`src/pkg/cfcm_defs.svh`:
```
`ifndef CFCM_DEFS_SVH
`define CFCM_DEFS_SVH
// ****************************************************
// Register map
// ****************************************************
`define CFCM_PG_REF   3'h4
`define CFCM_AD_REF   6'h3f
`define CFCM_PG_CMP   3'h5
`define CFCM_AD_CMP   6'h00
// ****************************************************
// Fault status layout
// ****************************************************
`define CFCM_FS_PAR   4
`define CFCM_FS_WDG   5
`define CFCM_FS_RST   14'h0000
// ****************************************************
// Timing
// ****************************************************
`define CFCM_CLK_NS   10.0
`define CFCM_FAIL_MS  5.8
`define CFCM_IDLE_US  4.0
`define CFCM_SEC_S    1.0
`define CFCM_MIN_S    14'h0078
`endif

```
`src/pkg/cfcm_pkg.sv`:
```
package cfcm_pkg;
   // Decoded daisy chain commands
   typedef enum logic [3:0] {
      OP_SCAN, OP_MEAS, OP_RESET, OP_READ, OP_WRITE, OP_BAL,
      OP_ACK, OP_SLEEP, OP_WAKE, OP_CALC, OP_CHECK, OP_OTHER
   } cfcm_op_t;
   // Checksum engine states
   typedef enum logic {ENG_IDLE, ENG_RUN} cfcm_eng_t;
endpackage : cfcm_pkg

```
`src/pkg/cfcm_sum_if.sv`:
```
`timescale 1ns/100ps
interface cfcm_sum_if #(parameter int unsigned IW = 4);
   logic          start_calc;  // Store a fresh checksum
   logic          start_check; // Recompute and compare
   logic          busy;        // Engine walking the registers
   logic          mismatch;    // Compare failed, last step
   logic [IW-1:0] idx;         // Config register index
   logic [13:0]   word;        // Config register contents
   modport ctl (output start_calc, output start_check, output word,
                input busy, input mismatch, input idx);
   modport eng (input start_calc, input start_check, input word,
                output busy, output mismatch, output idx);
endinterface : cfcm_sum_if

```
`src/hw/cfcm_sum.sv`:
```
`timescale 1ns/100ps
module cfcm_sum import cfcm_pkg::*; #(
   parameter int unsigned N_CFG = 16
) (
   // Clock and reset
   input wire logic clk,
   input wire logic resetn,
   // Control side
   cfcm_sum_if.eng  sif
);
   localparam int unsigned IW = (N_CFG > 1) ? $clog2(N_CFG) : 1;

   cfcm_eng_t       st_ff;   // Engine state
   cfcm_eng_t       nxt_st;  // Next state
   logic            chk_ff;  // Compare pass, not store
   logic [13:0]     acc_ff;  // Running sum
   logic [13:0]     sto_ff;  // Hidden stored checksum
   logic [IW-1:0]   idx_ff;  // Register walk index
   wire logic       last;    // Final register this cycle
   wire logic [13:0] sum;    // Sum including current word

   assign last         = idx_ff == IW'(N_CFG - 1);
   assign sum          = acc_ff + sif.word;
   assign sif.idx      = idx_ff;
   assign sif.busy     = st_ff == ENG_RUN;
   // Mismatch raised while still busy so it lands before next command
   assign sif.mismatch = sif.busy & chk_ff & last & (sum != sto_ff);

   // State sequencing
   always_comb begin
      nxt_st = st_ff;
      case (st_ff)
         ENG_IDLE: if (sif.start_calc | sif.start_check) nxt_st = ENG_RUN;
         ENG_RUN:  if (last) nxt_st = ENG_IDLE;
         default:  nxt_st = ENG_IDLE;
      endcase
   end

   // State register
   always_ff @(posedge clk or negedge resetn) begin
      if (!resetn) st_ff <= ENG_IDLE;
      else st_ff <= nxt_st;
   end

   // Walk all config registers
   always_ff @(posedge clk or negedge resetn) begin
      if (!resetn) begin
         idx_ff <= '0;
         acc_ff <= 14'h0000;
         chk_ff <= 1'b0;
      end else if (!sif.busy && (sif.start_calc || sif.start_check)) begin
         idx_ff <= '0;
         acc_ff <= 14'h0000;
         chk_ff <= sif.start_check;
      end else if (sif.busy) begin
         idx_ff <= idx_ff + IW'(1);
         acc_ff <= sum;
      end
   end

   // Stored value, never readable by software
   always_ff @(posedge clk or negedge resetn) begin
      if (!resetn) sto_ff <= 14'h0000;
      else if (sif.busy && !chk_ff && last) sto_ff <= sum;
   end
endmodule : cfcm_sum

```
`src/hw/cfcm_top.sv`:
```
`timescale 1ns/100ps
`include "cfcm_defs.svh"
// Functional notes
// - Keep reference, recompute checksum on each load
// - Reset command reloads shadow registers
// - Calculate command stores hidden config checksum
// - Check command mismatch sets error, fault response if status was clear and no watchdog expiry
// - Config error halts scanning and balancing
// - No dedicated communication fault flag
// - NAK with address on bad command
// - Wait for response from device above
// - Timeout depends on stack position
// - Timeout sends failure with own address
// - Target relays failure, plus data on reads
// - Failure reaches host within bounded time
// - Force ports idle after each communication
// - Incomplete wake-up sequence answered with NAK
// - Watchdog expiry puts device to sleep
// - Scan counter counts executed scans, measures
// - Fault pin low while fault bits set
module cfcm_top import cfcm_pkg::*; #(
   parameter int unsigned N_CFG    = 16,
   parameter int unsigned MAX_DEV  = 14,
   parameter int unsigned SCW      = 4,
   parameter int unsigned FAIL_CYC =
      $rtoi(`CFCM_FAIL_MS * 1.0e6 / `CFCM_CLK_NS),
   parameter int unsigned SEC_CYC  =
      $rtoi(`CFCM_SEC_S * 1.0e9 / `CFCM_CLK_NS),
   localparam int unsigned IW = (N_CFG > 1) ? $clog2(N_CFG) : 1
) (
   // Clock and reset
   input  wire logic            clk,
   input  wire logic            resetn,
   // Stack position and link speed
   input  wire logic [3:0]      stack_pos,
   input  wire logic [3:0]      stack_top_addr,
   input  wire logic [1:0]      dc_rate,
   // Decoded command
   input  wire logic            cmd_valid,
   input  wire cfcm_op_t        cmd_op,
   input  wire logic            cmd_for_me,
   input  wire logic            cmd_bcast,
   input  wire logic            cmd_bcast_ok,
   input  wire logic            cmd_crc_ok,
   input  wire logic            cmd_bits_ok,
   output wire logic            cmd_ready,
   // Response from device above
   input  wire logic            rsp_valid,
   input  wire logic            rsp_fail,
   // Daisy chain clock pin
   input  wire logic            dc_clk_pin,
   // Nonvolatile load stream
   output wire logic            nvm_reload_req,
   input  wire logic            nvm_wr_valid,
   input  wire logic [2:0]      nvm_wr_page,
   input  wire logic [5:0]      nvm_wr_addr,
   input  wire logic [13:0]     nvm_wr_data,
   // Register read
   input  wire logic [2:0]      rd_page,
   input  wire logic [5:0]      rd_addr,
   output wire logic [13:0]     rd_data,
   // Config register fetch
   output wire logic [IW-1:0]   cfg_idx,
   input  wire logic [13:0]     cfg_word,
   // Fault status and alarm
   input  wire logic            fs_clr,
   input  wire logic [6:0]      wd_setting,
   output wire logic [13:0]     fault_status,
   output wire logic            fault_n,
   output wire logic            fault_rsp,
   // Responses sent down the chain
   output wire logic            nak_send,
   output wire logic            fail_send,
   output wire logic            relay_fail,
   output wire logic            relay_data,
   output wire logic [3:0]      rsp_addr,
   // Activity control
   output wire logic            scan_go,
   output wire logic [SCW-1:0]  scan_count,
   output wire logic            activity_halt,
   output wire logic            sleep,
   output wire logic            port_idle_force
);
   // ****************************************************
   // Constants and parameter checks
   // ****************************************************
   localparam int unsigned STEP     = FAIL_CYC / (MAX_DEV + 1);
   localparam int unsigned IDLE_CYC =
      $rtoi(`CFCM_IDLE_US * 1000.0 / `CFCM_CLK_NS);
   localparam int SUM_WIN = N_CFG + 1;

   if (MAX_DEV < 2 || MAX_DEV > 16 || N_CFG < 1 || SCW < 1 ||
       STEP < 1 || SEC_CYC < 1) begin : g_bad_param
      $error("cfcm_top parameter out of range");
   end

   // ****************************************************
   // Declarations
   // ****************************************************
   cfcm_sum_if #(.IW(IW)) sif ();       // Checksum engine link

   logic            load_ff;            // Reload request pulse
   logic [13:0]     ref_ff;             // Reference checksum
   logic [13:0]     cmp_ff;             // Computed checksum
   logic [13:0]     rd_ff;              // Read data
   logic [13:0]     fs_ff;              // Fault status bits
   logic            fault_n_ff;         // Alarm pin
   logic            frsp_ff;            // Fault response pulse
   logic            nak_ff;             // NAK pulse
   logic            fail_ff;            // Failure pulse
   logic            relay_ff;           // Relay pulse
   logic            rdat_ff;            // Relay carries data
   logic [3:0]      addr_ff;            // Address in response
   logic            wait_ff;            // Waiting on device above
   logic            tgt_ff;             // Waited command was ours
   logic            rd_cmd_ff;          // Waited command was read
   logic [31:0]     tcnt_ff;            // Response timer
   logic            scan_ff;            // Scan start pulse
   logic [SCW-1:0]  scnt_ff;            // Scan counter
   logic            sleep_ff;           // Sleep mode
   logic [31:0]     pre_ff;             // Second prescaler
   logic [13:0]     sec_ff;             // Watchdog seconds
   logic            sy1_ff;             // Pin sync stage one
   logic            sy2_ff;             // Pin sync stage two
   logic            sy3_ff;             // Edge history
   logic            lbusy_ff;           // Link active
   logic [15:0]     icnt_ff;            // Idle gap counter
   logic            idle_ff;            // Idle force pulse
   logic [13:0]     nxt_fs;             // Next fault status

   // ****************************************************
   // Command decode
   // ****************************************************
   wire logic cmd_take = cmd_valid & cmd_ready;
   // Bad CRC, illegal broadcast, short frame or half wake-up
   wire logic bad_cmd  = ~cmd_crc_ok | (cmd_bcast & ~cmd_bcast_ok) |
                         ~cmd_bits_ok;
   wire logic nak_now  = cmd_take & cmd_for_me & bad_cmd;
   wire logic good     = cmd_take & ~bad_cmd;
   wire logic is_scan  = (cmd_op == OP_SCAN) | (cmd_op == OP_MEAS);
   wire logic par_now  = fs_ff[`CFCM_FS_PAR] | sif.mismatch;
   wire logic scan_now = good & is_scan & ~par_now & ~sleep_ff;
   wire logic no_wait  = is_scan | (cmd_op == OP_RESET);
   wire logic at_top   = stack_pos == stack_top_addr;
   wire logic wait_now = good & ~no_wait & ~at_top;
   wire logic reset_go = good & (cmd_op == OP_RESET);

   // Engine idle before accepting anything new
   assign cmd_ready       = ~sif.busy;
   assign sif.start_calc  = good & (cmd_op == OP_CALC);
   assign sif.start_check = good & (cmd_op == OP_CHECK);
   assign sif.word        = cfg_word;
   assign cfg_idx         = sif.idx;

   cfcm_sum #(.N_CFG(N_CFG)) u_sum (
      .clk    (clk),
      .resetn (resetn),
      .sif    (sif)
   );

   // ****************************************************
   // Nonvolatile checksums
   // ****************************************************
   wire logic ref_hit = nvm_wr_page == `CFCM_PG_REF &&
                        nvm_wr_addr == `CFCM_AD_REF;

   // Reload after reset release and on Reset command
   always_ff @(posedge clk or negedge resetn) begin
      if (!resetn) load_ff <= 1'b1;
      else load_ff <= reset_go;
   end

   // Reference captured, every other word summed
   always_ff @(posedge clk or negedge resetn) begin
      if (!resetn) begin
         ref_ff <= 14'h0000;
         cmp_ff <= 14'h0000;
      end else if (load_ff) begin
         cmp_ff <= 14'h0000;
      end else if (nvm_wr_valid && ref_hit) begin
         ref_ff <= nvm_wr_data;
      end else if (nvm_wr_valid) begin
         cmp_ff <= cmp_ff + nvm_wr_data;
      end
   end

   // Read port, unmapped reads zero
   wire logic rd_ref = rd_page == `CFCM_PG_REF && rd_addr == `CFCM_AD_REF;
   wire logic rd_cmp = rd_page == `CFCM_PG_CMP && rd_addr == `CFCM_AD_CMP;
   wire logic [13:0] rd_sel = rd_ref ? ref_ff : rd_cmp ? cmp_ff : 14'h0000;

   // Registered read data
   always_ff @(posedge clk or negedge resetn) begin
      if (!resetn) rd_ff <= 14'h0000;
      else rd_ff <= rd_sel;
   end

   // ****************************************************
   // Fault status and alarm
   // ****************************************************
   wire logic wd_en  = |wd_setting;
   wire logic [13:0] wd_lim = wd_setting[6] ?
      (({8'h00, wd_setting[5:0]} + 14'h0001) * `CFCM_MIN_S) :
      {8'h00, wd_setting[5:0]};
   wire logic wd_exp = wd_en & (sec_ff >= wd_lim) & ~sleep_ff;

   // Set beats clear; no bit for link faults
   always_comb begin
      nxt_fs = fs_clr ? `CFCM_FS_RST : fs_ff;
      if (sif.mismatch) nxt_fs[`CFCM_FS_PAR] = 1'b1;
      if (wd_exp) nxt_fs[`CFCM_FS_WDG] = 1'b1;
   end

   // Status, alarm pin and first-fault response
   always_ff @(posedge clk or negedge resetn) begin
      if (!resetn) begin
         fs_ff      <= `CFCM_FS_RST;
         fault_n_ff <= 1'b1;
         frsp_ff    <= 1'b0;
      end else begin
         fs_ff      <= nxt_fs;
         fault_n_ff <= ~|nxt_fs;
         frsp_ff    <= ~|fs_ff & |nxt_fs & ~wd_exp;
      end
   end

   // ****************************************************
   // Watchdog
   // ****************************************************
   always_ff @(posedge clk or negedge resetn) begin
      if (!resetn) begin
         pre_ff <= 32'h0;
         sec_ff <= 14'h0000;
      end else if (cmd_take || !wd_en) begin
         pre_ff <= 32'h0;
         sec_ff <= 14'h0000;
      end else if (pre_ff == SEC_CYC - 1) begin
         pre_ff <= 32'h0;
         sec_ff <= sec_ff + 14'h0001;
      end else begin
         pre_ff <= pre_ff + 32'h1;
      end
   end

   // Sleep entered on expiry, left on good wake-up
   always_ff @(posedge clk or negedge resetn) begin
      if (!resetn) sleep_ff <= 1'b0;
      else if (wd_exp) sleep_ff <= 1'b1;
      else if (good && cmd_op == OP_WAKE) sleep_ff <= 1'b0;
      else if (good && cmd_op == OP_SLEEP) sleep_ff <= 1'b1;
   end

   // ****************************************************
   // Scan counter
   // ****************************************************
   always_ff @(posedge clk or negedge resetn) begin
      if (!resetn) begin
         scnt_ff <= '0;
         scan_ff <= 1'b0;
      end else begin
         scan_ff <= scan_now;
         if (scan_now) scnt_ff <= scnt_ff + SCW'(1);
      end
   end

   // ****************************************************
   // Response wait and timeout
   // ****************************************************
   // Deeper devices get more steps, doubled per rate halving
   wire logic [31:0] depth   = {28'h0, stack_top_addr - stack_pos} + 32'h1;
   wire logic [31:0] tmo_lim = (STEP * depth) << dc_rate;
   wire logic tmo_hit = wait_ff & ~rsp_valid & (tcnt_ff >= tmo_lim - 1);
   wire logic got_rsp = wait_ff & rsp_valid;

   // Wait state and timer
   always_ff @(posedge clk or negedge resetn) begin
      if (!resetn) begin
         wait_ff   <= 1'b0;
         tgt_ff    <= 1'b0;
         rd_cmd_ff <= 1'b0;
         tcnt_ff   <= 32'h0;
      end else if (wait_now) begin
         wait_ff   <= 1'b1;
         tgt_ff    <= cmd_for_me;
         rd_cmd_ff <= cmd_op == OP_READ;
         tcnt_ff   <= 32'h0;
      end else if (got_rsp || tmo_hit) begin
         wait_ff   <= 1'b0;
      end else if (wait_ff) begin
         tcnt_ff   <= tcnt_ff + 32'h1;
      end
   end

   // Outgoing NAK, failure and relay pulses
   always_ff @(posedge clk or negedge resetn) begin
      if (!resetn) begin
         nak_ff   <= 1'b0;
         fail_ff  <= 1'b0;
         relay_ff <= 1'b0;
         rdat_ff  <= 1'b0;
         addr_ff  <= 4'h0;
      end else begin
         nak_ff   <= nak_now;
         fail_ff  <= tmo_hit;
         relay_ff <= got_rsp & rsp_fail & tgt_ff;
         if (got_rsp && rsp_fail && tgt_ff) rdat_ff <= rd_cmd_ff;
         if (nak_now || tmo_hit) addr_ff <= stack_pos;
      end
   end

   // ****************************************************
   // Link activity and idle forcing
   // ****************************************************
   always_ff @(posedge clk or negedge resetn) begin
      if (!resetn) begin
         sy1_ff <= 1'b0;
         sy2_ff <= 1'b0;
         sy3_ff <= 1'b0;
      end else begin
         sy1_ff <= dc_clk_pin;
         sy2_ff <= sy1_ff;
         sy3_ff <= sy2_ff;
      end
   end

   wire logic lk_edge = sy2_ff ^ sy3_ff;

   // Quiet gap ends a frame and re-idles the ports
   always_ff @(posedge clk or negedge resetn) begin
      if (!resetn) begin
         lbusy_ff <= 1'b0;
         icnt_ff  <= 16'h0000;
         idle_ff  <= 1'b0;
      end else begin
         idle_ff <= 1'b0;
         if (lk_edge) begin
            lbusy_ff <= 1'b1;
            icnt_ff  <= 16'h0000;
         end else if (lbusy_ff && icnt_ff == 16'(IDLE_CYC - 1)) begin
            lbusy_ff <= 1'b0;
            idle_ff  <= 1'b1;
         end else if (lbusy_ff) begin
            icnt_ff  <= icnt_ff + 16'h0001;
         end
      end
   end

   // ****************************************************
   // Outputs
   // ****************************************************
   assign nvm_reload_req  = load_ff;
   assign rd_data         = rd_ff;
   assign fault_status    = fs_ff;
   assign fault_n         = fault_n_ff;
   assign fault_rsp       = frsp_ff;
   assign nak_send        = nak_ff;
   assign fail_send       = fail_ff;
   assign relay_fail      = relay_ff;
   assign relay_data      = rdat_ff;
   assign rsp_addr        = addr_ff;
   assign scan_go         = scan_ff;
   assign scan_count      = scnt_ff;
   assign activity_halt   = fs_ff[`CFCM_FS_PAR] | sleep_ff;
   assign sleep           = sleep_ff;
   assign port_idle_force = idle_ff;
endmodule : cfcm_top

```
`config.mk`:
```
export PLATFORM = sky130hd
export DESIGN_NAME = cfcm_top
export DESIGN_NICKNAME = d
export VERILOG_FILES = /design/src/pkg/cfcm_pkg.sv /design/src/pkg/cfcm_sum_if.sv /design/src/hw/cfcm_sum.sv /design/src/hw/cfcm_top.sv
export VERILOG_INCLUDE_DIRS = /design/src /design/src/pkg
export SDC_FILE = /design/constraint.sdc
export NUM_CORES = 1
export LEC_CHECK = 0
export ABC_AREA = 1
export BUFFER_PORTS_ARGS = -buffer_cell sky130_fd_sc_hd__clkbuf_2
export CAP_MARGIN = 5
export CELL_PAD_IN_SITES_DETAIL_PLACEMENT = 1
export CELL_PAD_IN_SITES_GLOBAL_PLACEMENT = 1
export CORE_MARGIN = 1
export CORE_UTILIZATION = 42
export CTS_BUF_LIST = sky130_fd_sc_hd__clkbuf_8
export DETAILED_ROUTE_END_ITERATION = 8
export PLACE_DENSITY = 0.78
export SYNTH_ARGS = -nofsm -noshare
export SYNTH_HDL_FRONTEND = slang
export SYNTH_SLANG_ARGS = --single-unit
export TNS_END_PERCENT = 1
```
`constraint.sdc`:
```
create_clock -name clk -period 2.2 [get_ports clk]
set_clock_uncertainty 0.1 [all_clocks]
set_input_delay 0.44 -clock clk [delete_from_list [all_inputs] [get_ports clk]]
set_output_delay 0.44 -clock clk [all_outputs]
set_load 0.02 [all_outputs]
```
==> summary.txt, run 1 <==
Setup path
  • Setup CP Type: in2reg
  • Worst EP required: 2.59 ns
  • Max incr delay on CP: 0.56 ns
  • Type of destination of the critical path: flip-flop
  • CP max-delay cell: fa_2
  • Critical Path Start Type: primary input
  • Buf/Inv on CP: 10
  • Critical path's top delay family: adder cells
  • CP Max Fanout: 7
  • Critical Path AT: 6.91 ns

Clock tree
  • Clock slew at reported path FFs: 0.06 ns
  • H-tree depth: 2
  • Clock Sinks: 209
  • Clk_lat worst skew: 0.61 ns
  • CTS root buf: clkbuf_8
  • Clock buffer count from CTS: 40
  • Clock tree buffer depth: 3
  • CTS tree: done

Global route
  • Grt met2 use: 57.9%
  • Vias in the first global route: 18818
  • Initial antenna violation count: 1
  • Busiest grt layer: met2
  • GR Util All Layers: 30.0%
  • Largest net degree at the start of global routing: 55
  • First-pass GRT wire length: 93.2 mm
  • Final global-route overflow total: 0
  • Met3 Track Usage GR: 4.30%
  • GR Util met1: 32.5%

Synthesis
  • Syn nets: 2363
  • Ys async rst share: 100%
  • Share of the synthesized area in the top cell type: 32.8%
  • Main synth FF type: dfrtp_1
  • YS warnings: 0
  • Synthesized area: 0.0158 mm^2
  • Sequential fraction of the synthesis area: 33.2%
  • Average cell area after synthesis: 7.38 um^2
  • Yosys reg bits: 209
  • Top cells by area, synth: dfrtp_1 (33%), nand2_1 (11%), ha_1 (10%)
  • Unique masters post-synth: 61
  • Number of synthesized flops with an enable pin: 0
  • Post-Syn Instances: 2137
  • Cell taking the most area after synthesis: dfrtp_1

Power
  • Worst VDD drop: 0.00165 V
  • P_sw: 10500 uW
  • Pwr/cell area: 1090 mW/mm^2
  • Sequential share of power: 21.1%
  • Combinational share of power: 59.9%
  • Int Power: 13600 uW
  • Leakage: 0.0112 uW
  • Clk pwr share: 19.0%
  • Sw frac: 43.6%

Timing
  • Setup TNS: -170.21 ns
  • Rel. slew slack: 54.5%
  • RSZ-0062 raised after global routing: yes
  • Setup WS post-layout: -4.32 ns
  • Max Fclk: 0.153 GHz
  • Final count of hold timing violations: 0
  • Count of pins over their slew limit: 0
  • Hold WS: 0.0377 ns
  • Tmin final: 6.52 ns
  • Worst slew pin tran: 0.677 ns
  • Final setup fails: 49
  • Crit share post-route: 296%

Layout
  • Final core occ: 59.8%
  • Layout cells sized above 1: 32.0%
  • Commonest non-fill, non-tap cell in the layout: nand2_1
  • Nets: 2879
  • Area Growth Syn to Fin: 39.5%
  • Highest-count cells in the layout ignoring fill and taps: nand2_1 (419), buf_4 (348), inv_1 (308), dfrtp_1 (206), nor2_1 (175)
  • Finished Layout Cells: 3154

Drt
  • Via-to-Cell Ratio: 5.47
  • Wire per inst: 18.7 um
  • Drt total wl: 59.0 mm
  • DRT antenna net count: 0
  • 1st-iter DRT viols: 787
  • Residual DRC: 0
  • Drt first pass iters: 8
  • Via count: 17244

Die
  • Die X: 196 um
  • Ports: 132
  • Core area: 0.0368 mm^2
  • Initial Util: 42.9%
  • Chip height: 196 um
  • Die area: 0.0383 mm^2
  • Core Rows: 70

Placement
  • IO buf count: 131
  • Dpl hpwl: 41.5 mm
  • DP Cell Count: 3032
  • GPL Wtd Cong: 0.907
  • Setup WS pre-CTS: -4.66 ns

Status
  • Failing checks: setup timing
  • Status: complete, but fails checks

Run
  • Max Cap Viol: 0

Min path
  • Hold Path Class: in2reg
## repair_timing
item	4_1_cts	5_1_grt
hold buffers	15	0
gates resized for setup	98	138
hold endpoints to repair	63	0
gates cloned	3	0
setup endpoints to repair	77	100
pin swaps	42	72
buffers inserted	19	16
## flip-flops by register name, indices dropped and copies added (netlist names), 4 cells and up
| signal | cells |
|---|---|
| u_sum.sto_ff | 14 |
| rsp_addr | 4 |
| sec_ff | 14 |
| cmp_ff | 14 |
| scan_count | 4 |
| fault_status | 14 |
| pre_ff | 32 |
| icnt_ff | 16 |
| rd_data | 14 |
| u_sum.sif.idx | 4 |
| ref_ff | 14 |
| u_sum.acc_ff | 14 |
| tcnt_ff | 32 |
## layout make-up
type / instances / area (um^2)
Fill cell: 4572 / 14800
Multi-Input combinational cell: 1568 / 10200
Sequential cell: 209 / 5230
Timing Repair Buffer: 512 / 3760
Inverter: 322 / 1230
Clock buffer: 50 / 688
Tap cell: 468 / 586
Clock inverter: 24 / 249
Antenna cell: 1 / 2.50
## path summary, 6_finish.rpt
path / startpoint / to / slack, ns / cells past startpoint
max: stack_top_addr[0] / tcnt_ff[18]$_DFFE_PN0P_ / -4.32 / 40
min: nvm_wr_data[2] / ref_ff[2]$_DFFE_PN0P_ / 0.04 / 2
max reg2reg: tcnt_ff[3]$_DFFE_PN0P_ / tcnt_ff[11]$_DFFE_PN0P_ / -0.62 / 13
min reg2reg: sy1_ff$_DFF_PN0_ / sy2_ff$_DFF_PN0_ / 0.26 / 0
max in group asynchronous: resetn / scan_count[1]$_DFFE_PN0P_ / 1.07 / 3
min in group asynchronous: resetn / sec_ff[7]$_DFFE_PN0P_ / 0.26 / 2
## metrics by stage
step,power (uW),area [um^2]
global route,25700,22000
CTS,22700,21300
detailed placement,17200,19600
floorplan,12100,16000
global placement,16500,19600
finish,24100,22000
## kinds of logic after synthesis
group | count (synthesis) | share of synthesized area, %
buffers and inverters | 360 | 8.76
other | 1 | 0.0238
AO/OA/AOI/OAI | 276 | 9.80
AND/OR/NAND/NOR | 1061 | 31.0
flip-flops | 209 | 33.2
multiplexers | 15 | 1.06
adder cells (fa/ha/maj) | 146 | 12.3
XOR/XNOR | 69 | 3.92
## worst reg2reg max path, stage by stage (launching register included)
cell	delay (ns)
dfrtp_1	0.41
ha_1	0.33
nand2_1	0.07
o21ai_0	0.31
a21oi_1	0.15
o21ai_0	0.34
nand3_2	0.16
nand4_1	0.15
buf_4	0.16
nand2_8	0.08
buf_6	0.17
buf_16	0.15
nand2_4	0.06
nand2_2	0.06
## routing by layer
metal  vias to the layer above  part of all wire (%)
met5                         -                     0
met4                         0                   4.5
met3                       189                   3.7
met2                       432                    53
met1                      8543                    39
li1                       8080                     -
## power by group through the flow
stage	clock (uW)	combinational (uW)	sequential (uW)
after global routing	4800	15800	5140
final	4570	14400	5070
after floorplan	0	7030	5080
after global placement	0	11500	5030
after detailed placement	0	12100	5070
after CTS	4650	13000	5030
## cells in the mapped netlist, drive strengths merged, types with 3 or more instances
library cell  count
nor3             71
o21a              6
mux2             14
o21bai            8
dfrtp           207
inv             320
nor3b             7
o31ai             5
o221ai            3
and2              5
clkbuf           22
a21oi           112
a31oi             8
and3              3
nand3b            6
a22o              7
ha              131
xnor2            20
buf              16
nand3           197
nand2           478
or2               8
nor4             20
o22ai            21
xor2             48
nor2            209
o21ai            95
fa               15
nand4            54
Power figures use the tool's default switching activity.
==> run 2: changes to the inputs <==
--- a/config.mk
+++ b/config.mk
@@ -6,16 +6,15 @@
 export SDC_FILE = /design/constraint.sdc
 export NUM_CORES = 1
 export LEC_CHECK = 0
-export ABC_AREA = 1
 export BUFFER_PORTS_ARGS = -buffer_cell sky130_fd_sc_hd__clkbuf_2
 export CAP_MARGIN = 5
 export CELL_PAD_IN_SITES_DETAIL_PLACEMENT = 1
 export CELL_PAD_IN_SITES_GLOBAL_PLACEMENT = 1
 export CORE_MARGIN = 1
-export CORE_UTILIZATION = 42
+export CORE_UTILIZATION = 52
 export CTS_BUF_LIST = sky130_fd_sc_hd__clkbuf_8
 export DETAILED_ROUTE_END_ITERATION = 8
-export PLACE_DENSITY = 0.78
+export PLACE_DENSITY = 0.86
 export SYNTH_ARGS = -nofsm -noshare
 export SYNTH_HDL_FRONTEND = slang
 export SYNTH_SLANG_ARGS = --single-unit
==> constraint.sdc (replaced) <==
create_clock -name clk -period 8.02 [get_ports clk]
set_clock_uncertainty 0.1 [all_clocks]
set_input_delay 1.604 -clock clk [delete_from_list [all_inputs] [get_ports clk]]
set_output_delay 1.604 -clock clk [all_outputs]
set_load 0.02 [all_outputs]
==> run 2 against run 1 <==
  * The run still ends with setup timing left
  * Setup slack better by 2.9 ns
  * Largest power group unchanged
  * Synthesized cell count decreased by 26%
  * Highest routed layer is now met5
  * Core utilization increased by 5.3 points
  * Die area decreased by 24%
  * Worst hold slack better by 0.22 ns
  * Count of clock-buffer cells in the layout fell by 5
  * Power down 75%
==> summary.txt, run 2 <==
Status
  • Status: complete, but fails checks
  • Failing checks: setup timing

Run
  • Max Cap Viol: 0 (unchanged)

Timing
  • Hold WS: 0.262 ns (+0.224 ns)
  • Setup WS post-layout: -1.47 ns (+2.85 ns)
  • Final count of hold timing violations: 0 (unchanged)
  • Crit share post-route: 118%
  • Count of pins over their slew limit: 0 (unchanged)
  • Worst slew pin tran: 1.37 ns (+0.689 ns)
  • Final setup fails: 38 (-22%)
  • Max Fclk: 0.105 GHz
  • Rel. slew slack: 8.93% (-46 points)
  • RSZ-0062 raised after global routing: yes
  • Tmin final: 9.49 ns
  • Setup TNS: -43.65 ns (+126.56 ns)

Clock tree
  • Clk_lat worst skew: 0.58 ns (-0.03 ns)
  • # hold bufs at CTS: 0 (-15)
  • Clock Sinks: 209 (unchanged)
  • Clock buffer count from CTS: 38 (-5.0%)
  • CTS tree: done
  • Clock tree buffer depth: 3 (unchanged)
  • H-tree depth: 2 (unchanged)
  • CTS root buf: clkbuf_8
  • Clock slew at reported path FFs: 0.10 ns (+0.04 ns)

Synthesis
  • Average cell area after synthesis: 9.31 um^2 (+26%)
  • Top cells by area, synth: dfrtp_1 (35%), ha_1 (11%), xnor2_1 (4.6%)
  • Count leader, synth: dfrtp_1
  • Post-Syn Instances: 1588 (-26%)
  • Share of the synthesized area in the top cell type: 35.0% (+2.2 points)
  • YS warnings: 0 (unchanged)
  • Synthesized area: 0.0148 mm^2 (-6.3%)
  • Unique masters post-synth: 84 (+38%)
  • Yosys reg bits: 209 (unchanged)
  • Main synth FF type: dfrtp_1
  • List of most frequent post-synthesis cells: dfrtp_1 (207), nor2_1 (141), ha_1 (131)
  • Cell taking the most area after synthesis: dfrtp_1
  • Number of synthesized flops with an enable pin: 0 (unchanged)
  • Syn nets: 1814 (-23%)
  • Ys async rst share: 100% (unchanged)
  • Sequential fraction of the synthesis area: 35.4% (+2.2 points)

Power
  • Combinational share of power: 61.3% (+1.4 points)
  • P_sw: 2760 uW (-74%)
  • Sw frac: 45.5% (+1.9 points)
  • Int Power: 3310 uW (-76%)
  • Pwr/cell area: 334 mW/mm^2 (-69%)
  • Clk pwr share: 16.8% (-2.2 points)
  • Worst VDD drop: 0.000205 V (-88%)
  • Sequential share of power: 22.0% (+0.9 points)
  • Leakage: 0.00865 uW (-23%)

Drt
  • DRT antenna net count: 0 (unchanged)
  • 1st-iter DRT viols: 1414 (+80%)
  • Via-to-Cell Ratio: 6.61 (+21%)
  • Drt total wl: 59.3 mm (+0.50%)
  • Via count: 14951 (-13%)
  • Wire per inst: 26.2 um (+40%)
  • Drt first pass iters: 6 (-2)
  • Residual DRC: 0 (unchanged)

Placement
  • GPL Wtd Cong: 0.873 (-3.7%)
  • IO buf count: 131 (unchanged)
  • Dpl hpwl: 33.5 mm (-19%)
  • DP Cell Count: 2170 (-28%)

Setup path
  • Critical Path Start Type: primary input
  • Type of destination of the critical path: flip-flop
  • Worst EP required: 8.37 ns (+5.78 ns)
  • CP Max Fanout: 8 (+1)
  • Critical Path AT: 9.84 ns (+2.93 ns)
  • CP dominant cell by count: ha_4
  • CP max-delay cell: o21ai_0
  • Max incr delay on CP: 0.71 ns (+0.15 ns)
  • Setup CP Type: in2reg

Global route
  • GR Util All Layers: 35.6% (+5.5 points)
  • Largest net degree at the start of global routing: 139 (+150%)
  • Vias in the first global route: 15542 (-17%)
  • First-pass GRT wire length: 81.9 mm (-12%)
  • Final global-route overflow total: 0 (unchanged)
  • Initial antenna violation count: 1 (unchanged)

Layout
  • Fill count: 3166 (-31%)
  • Largest registers: pre_ff (32), tcnt_ff (32), icnt_ff (16)
  • Highest-count cells in the layout ignoring fill and taps: dfrtp_1 (207), buf_4 (146), nor2_1 (139), clkbuf_2 (129), ha_1 (116)
  • Nets: 2079 (-28%)
  • Area Growth Syn to Fin: 22.8%
  • Register area: 0.00523 mm^2 (about the same)
  • Multi-input gate area in the final layout: 0.00962 mm^2 (-6.2%)
  • Commonest non-fill, non-tap cell in the layout: dfrtp_1
  • Layout cells sized above 1: 26.2% (-5.8 points)
  • Finished Layout Cells: 2261 (-28%)

Die
  • Core area: 0.0279 mm^2 (-24%)
  • Ports: 132 (unchanged)
  • Core Rows: 61 (-13%)
  • Initial Util: 53.1% (+10 points)
  • Chip height: 171 um (-13%)
  • Die X: 171 um (-13%)
  • Die area: 0.0291 mm^2 (-24%)

Min path
  • Hold Path Class: reg2reg
run 2: cell types whose count changed after synthesis, moves of 22 or more:
cell,delta
a21o_1,+33
a21oi_1,-22
clkbuf_1,+28
inv_1,-242
mux2_2,+25
nand2_1,-332
nand2_2,-26
nand3_1,-118
nor2_1,-50
nor3_1,-40
or3_1,+30
xnor2_1,+58
run 2: final timing paths:
kind,startpoint,end,slack (ns),depth (start not counted)
worst max-delay path,stack_top_addr[0],tcnt_ff[11]$_DFFE_PN0P_,-1.47,37
worst min-delay path,sy1_ff$_DFF_PN0_,sy2_ff$_DFF_PN0_,0.26,0
worst max register to register,u_sum.acc_ff[0]$_DFFE_PN0P_,fault_rsp$_DFF_PN0_,3.74,11
worst min register to register,sy1_ff$_DFF_PN0_,sy2_ff$_DFF_PN0_,0.26,0
max in group asynchronous,resetn,tcnt_ff[2]$_DFFE_PN0P_,5.20,2
min in group asynchronous,resetn,tcnt_ff[22]$_DFFE_PN0P_,1.04,1
run 2: routing by layer:
metal / GRT usage (%) / part of all wire, % / up-vias / wire (um)
met5: 0 / 0.067 / - / 40
met4: 20.8 / 8.6 / 2 / 5090
met3: 6.22 / 7.4 / 426 / 4370
met2: 64.0 / 48 / 850 / 28700
met1: 39.3 / 36 / 7390 / 21100
li1: - / - / 6283 / -
run 2: metrics by stage:
step | utilization [%] | cell area [um^2] | total power (uW) | setup slack (ns)
after floorplan | - | 15000 | 3230 | -0.663
after global placement | 60.4 | 16800 | 4020 | -0.930
after detailed placement | 60.4 | 16800 | 4220 | -1.35
after CTS | 64.1 | 17800 | 5420 | -0.415
after global routing | 65.1 | 18100 | 6340 | -1.67
final | 65.2 | 18100 | 6070 | -1.47
run 2: worst max-delay path, delay by kind of cell:
kind / cells / cell delay (ns)
AO/OA/AOI/OAI: 13 / 3.56
XOR/XNOR: 1 / 0.19
adder cells (fa/ha/maj): 8 / 2.47
buffers and inverters: 10 / 1.10
AND/OR/NAND/NOR: 5 / 0.88
run 2: final cells by class:
type | count | area share [%]
multi-input combinational | 1254 | 53.0
sequential | 209 | 28.8
timing repair buffer | 281 | 10.0
clock buffer | 45 | 3.41
tap | 378 | 2.61
inverter | 69 | 1.51
clock inverter | 21 | 0.593
antenna | 4 | 0.0551
run 2: power groups by stage:
stage	Sequential [uW]	Clock, uW	Combinational, uW
global placement	1320	0	2700
floorplan	1320	0	1910
detailed placement	1330	0	2890
CTS	1320	1000	3090
finish	1330	1020	3720
global route	1350	1070	3920
run 2: cells by family after synthesis:
| group | after synthesis | share of synthesized area [%] |
|---|---|---|
| compound gates | 358 | 16.3 |
| xor+xnor | 142 | 8.51 |
| fa+ha+maj | 146 | 13.1 |
| buf+inv | 125 | 3.22 |
| flops | 209 | 35.4 |
| mux | 56 | 4.49 |
| other cells | 1 | 0.0254 |
| simple gates | 551 | 19.0 |
run 2: repair_timing:
action                     4_1_cts  5_1_grt
setup endpoints to repair       37       38
pin swaps                       31       40
hold endpoints to repair         0        0
resized for setup               46       47
setup buffers                    8       13
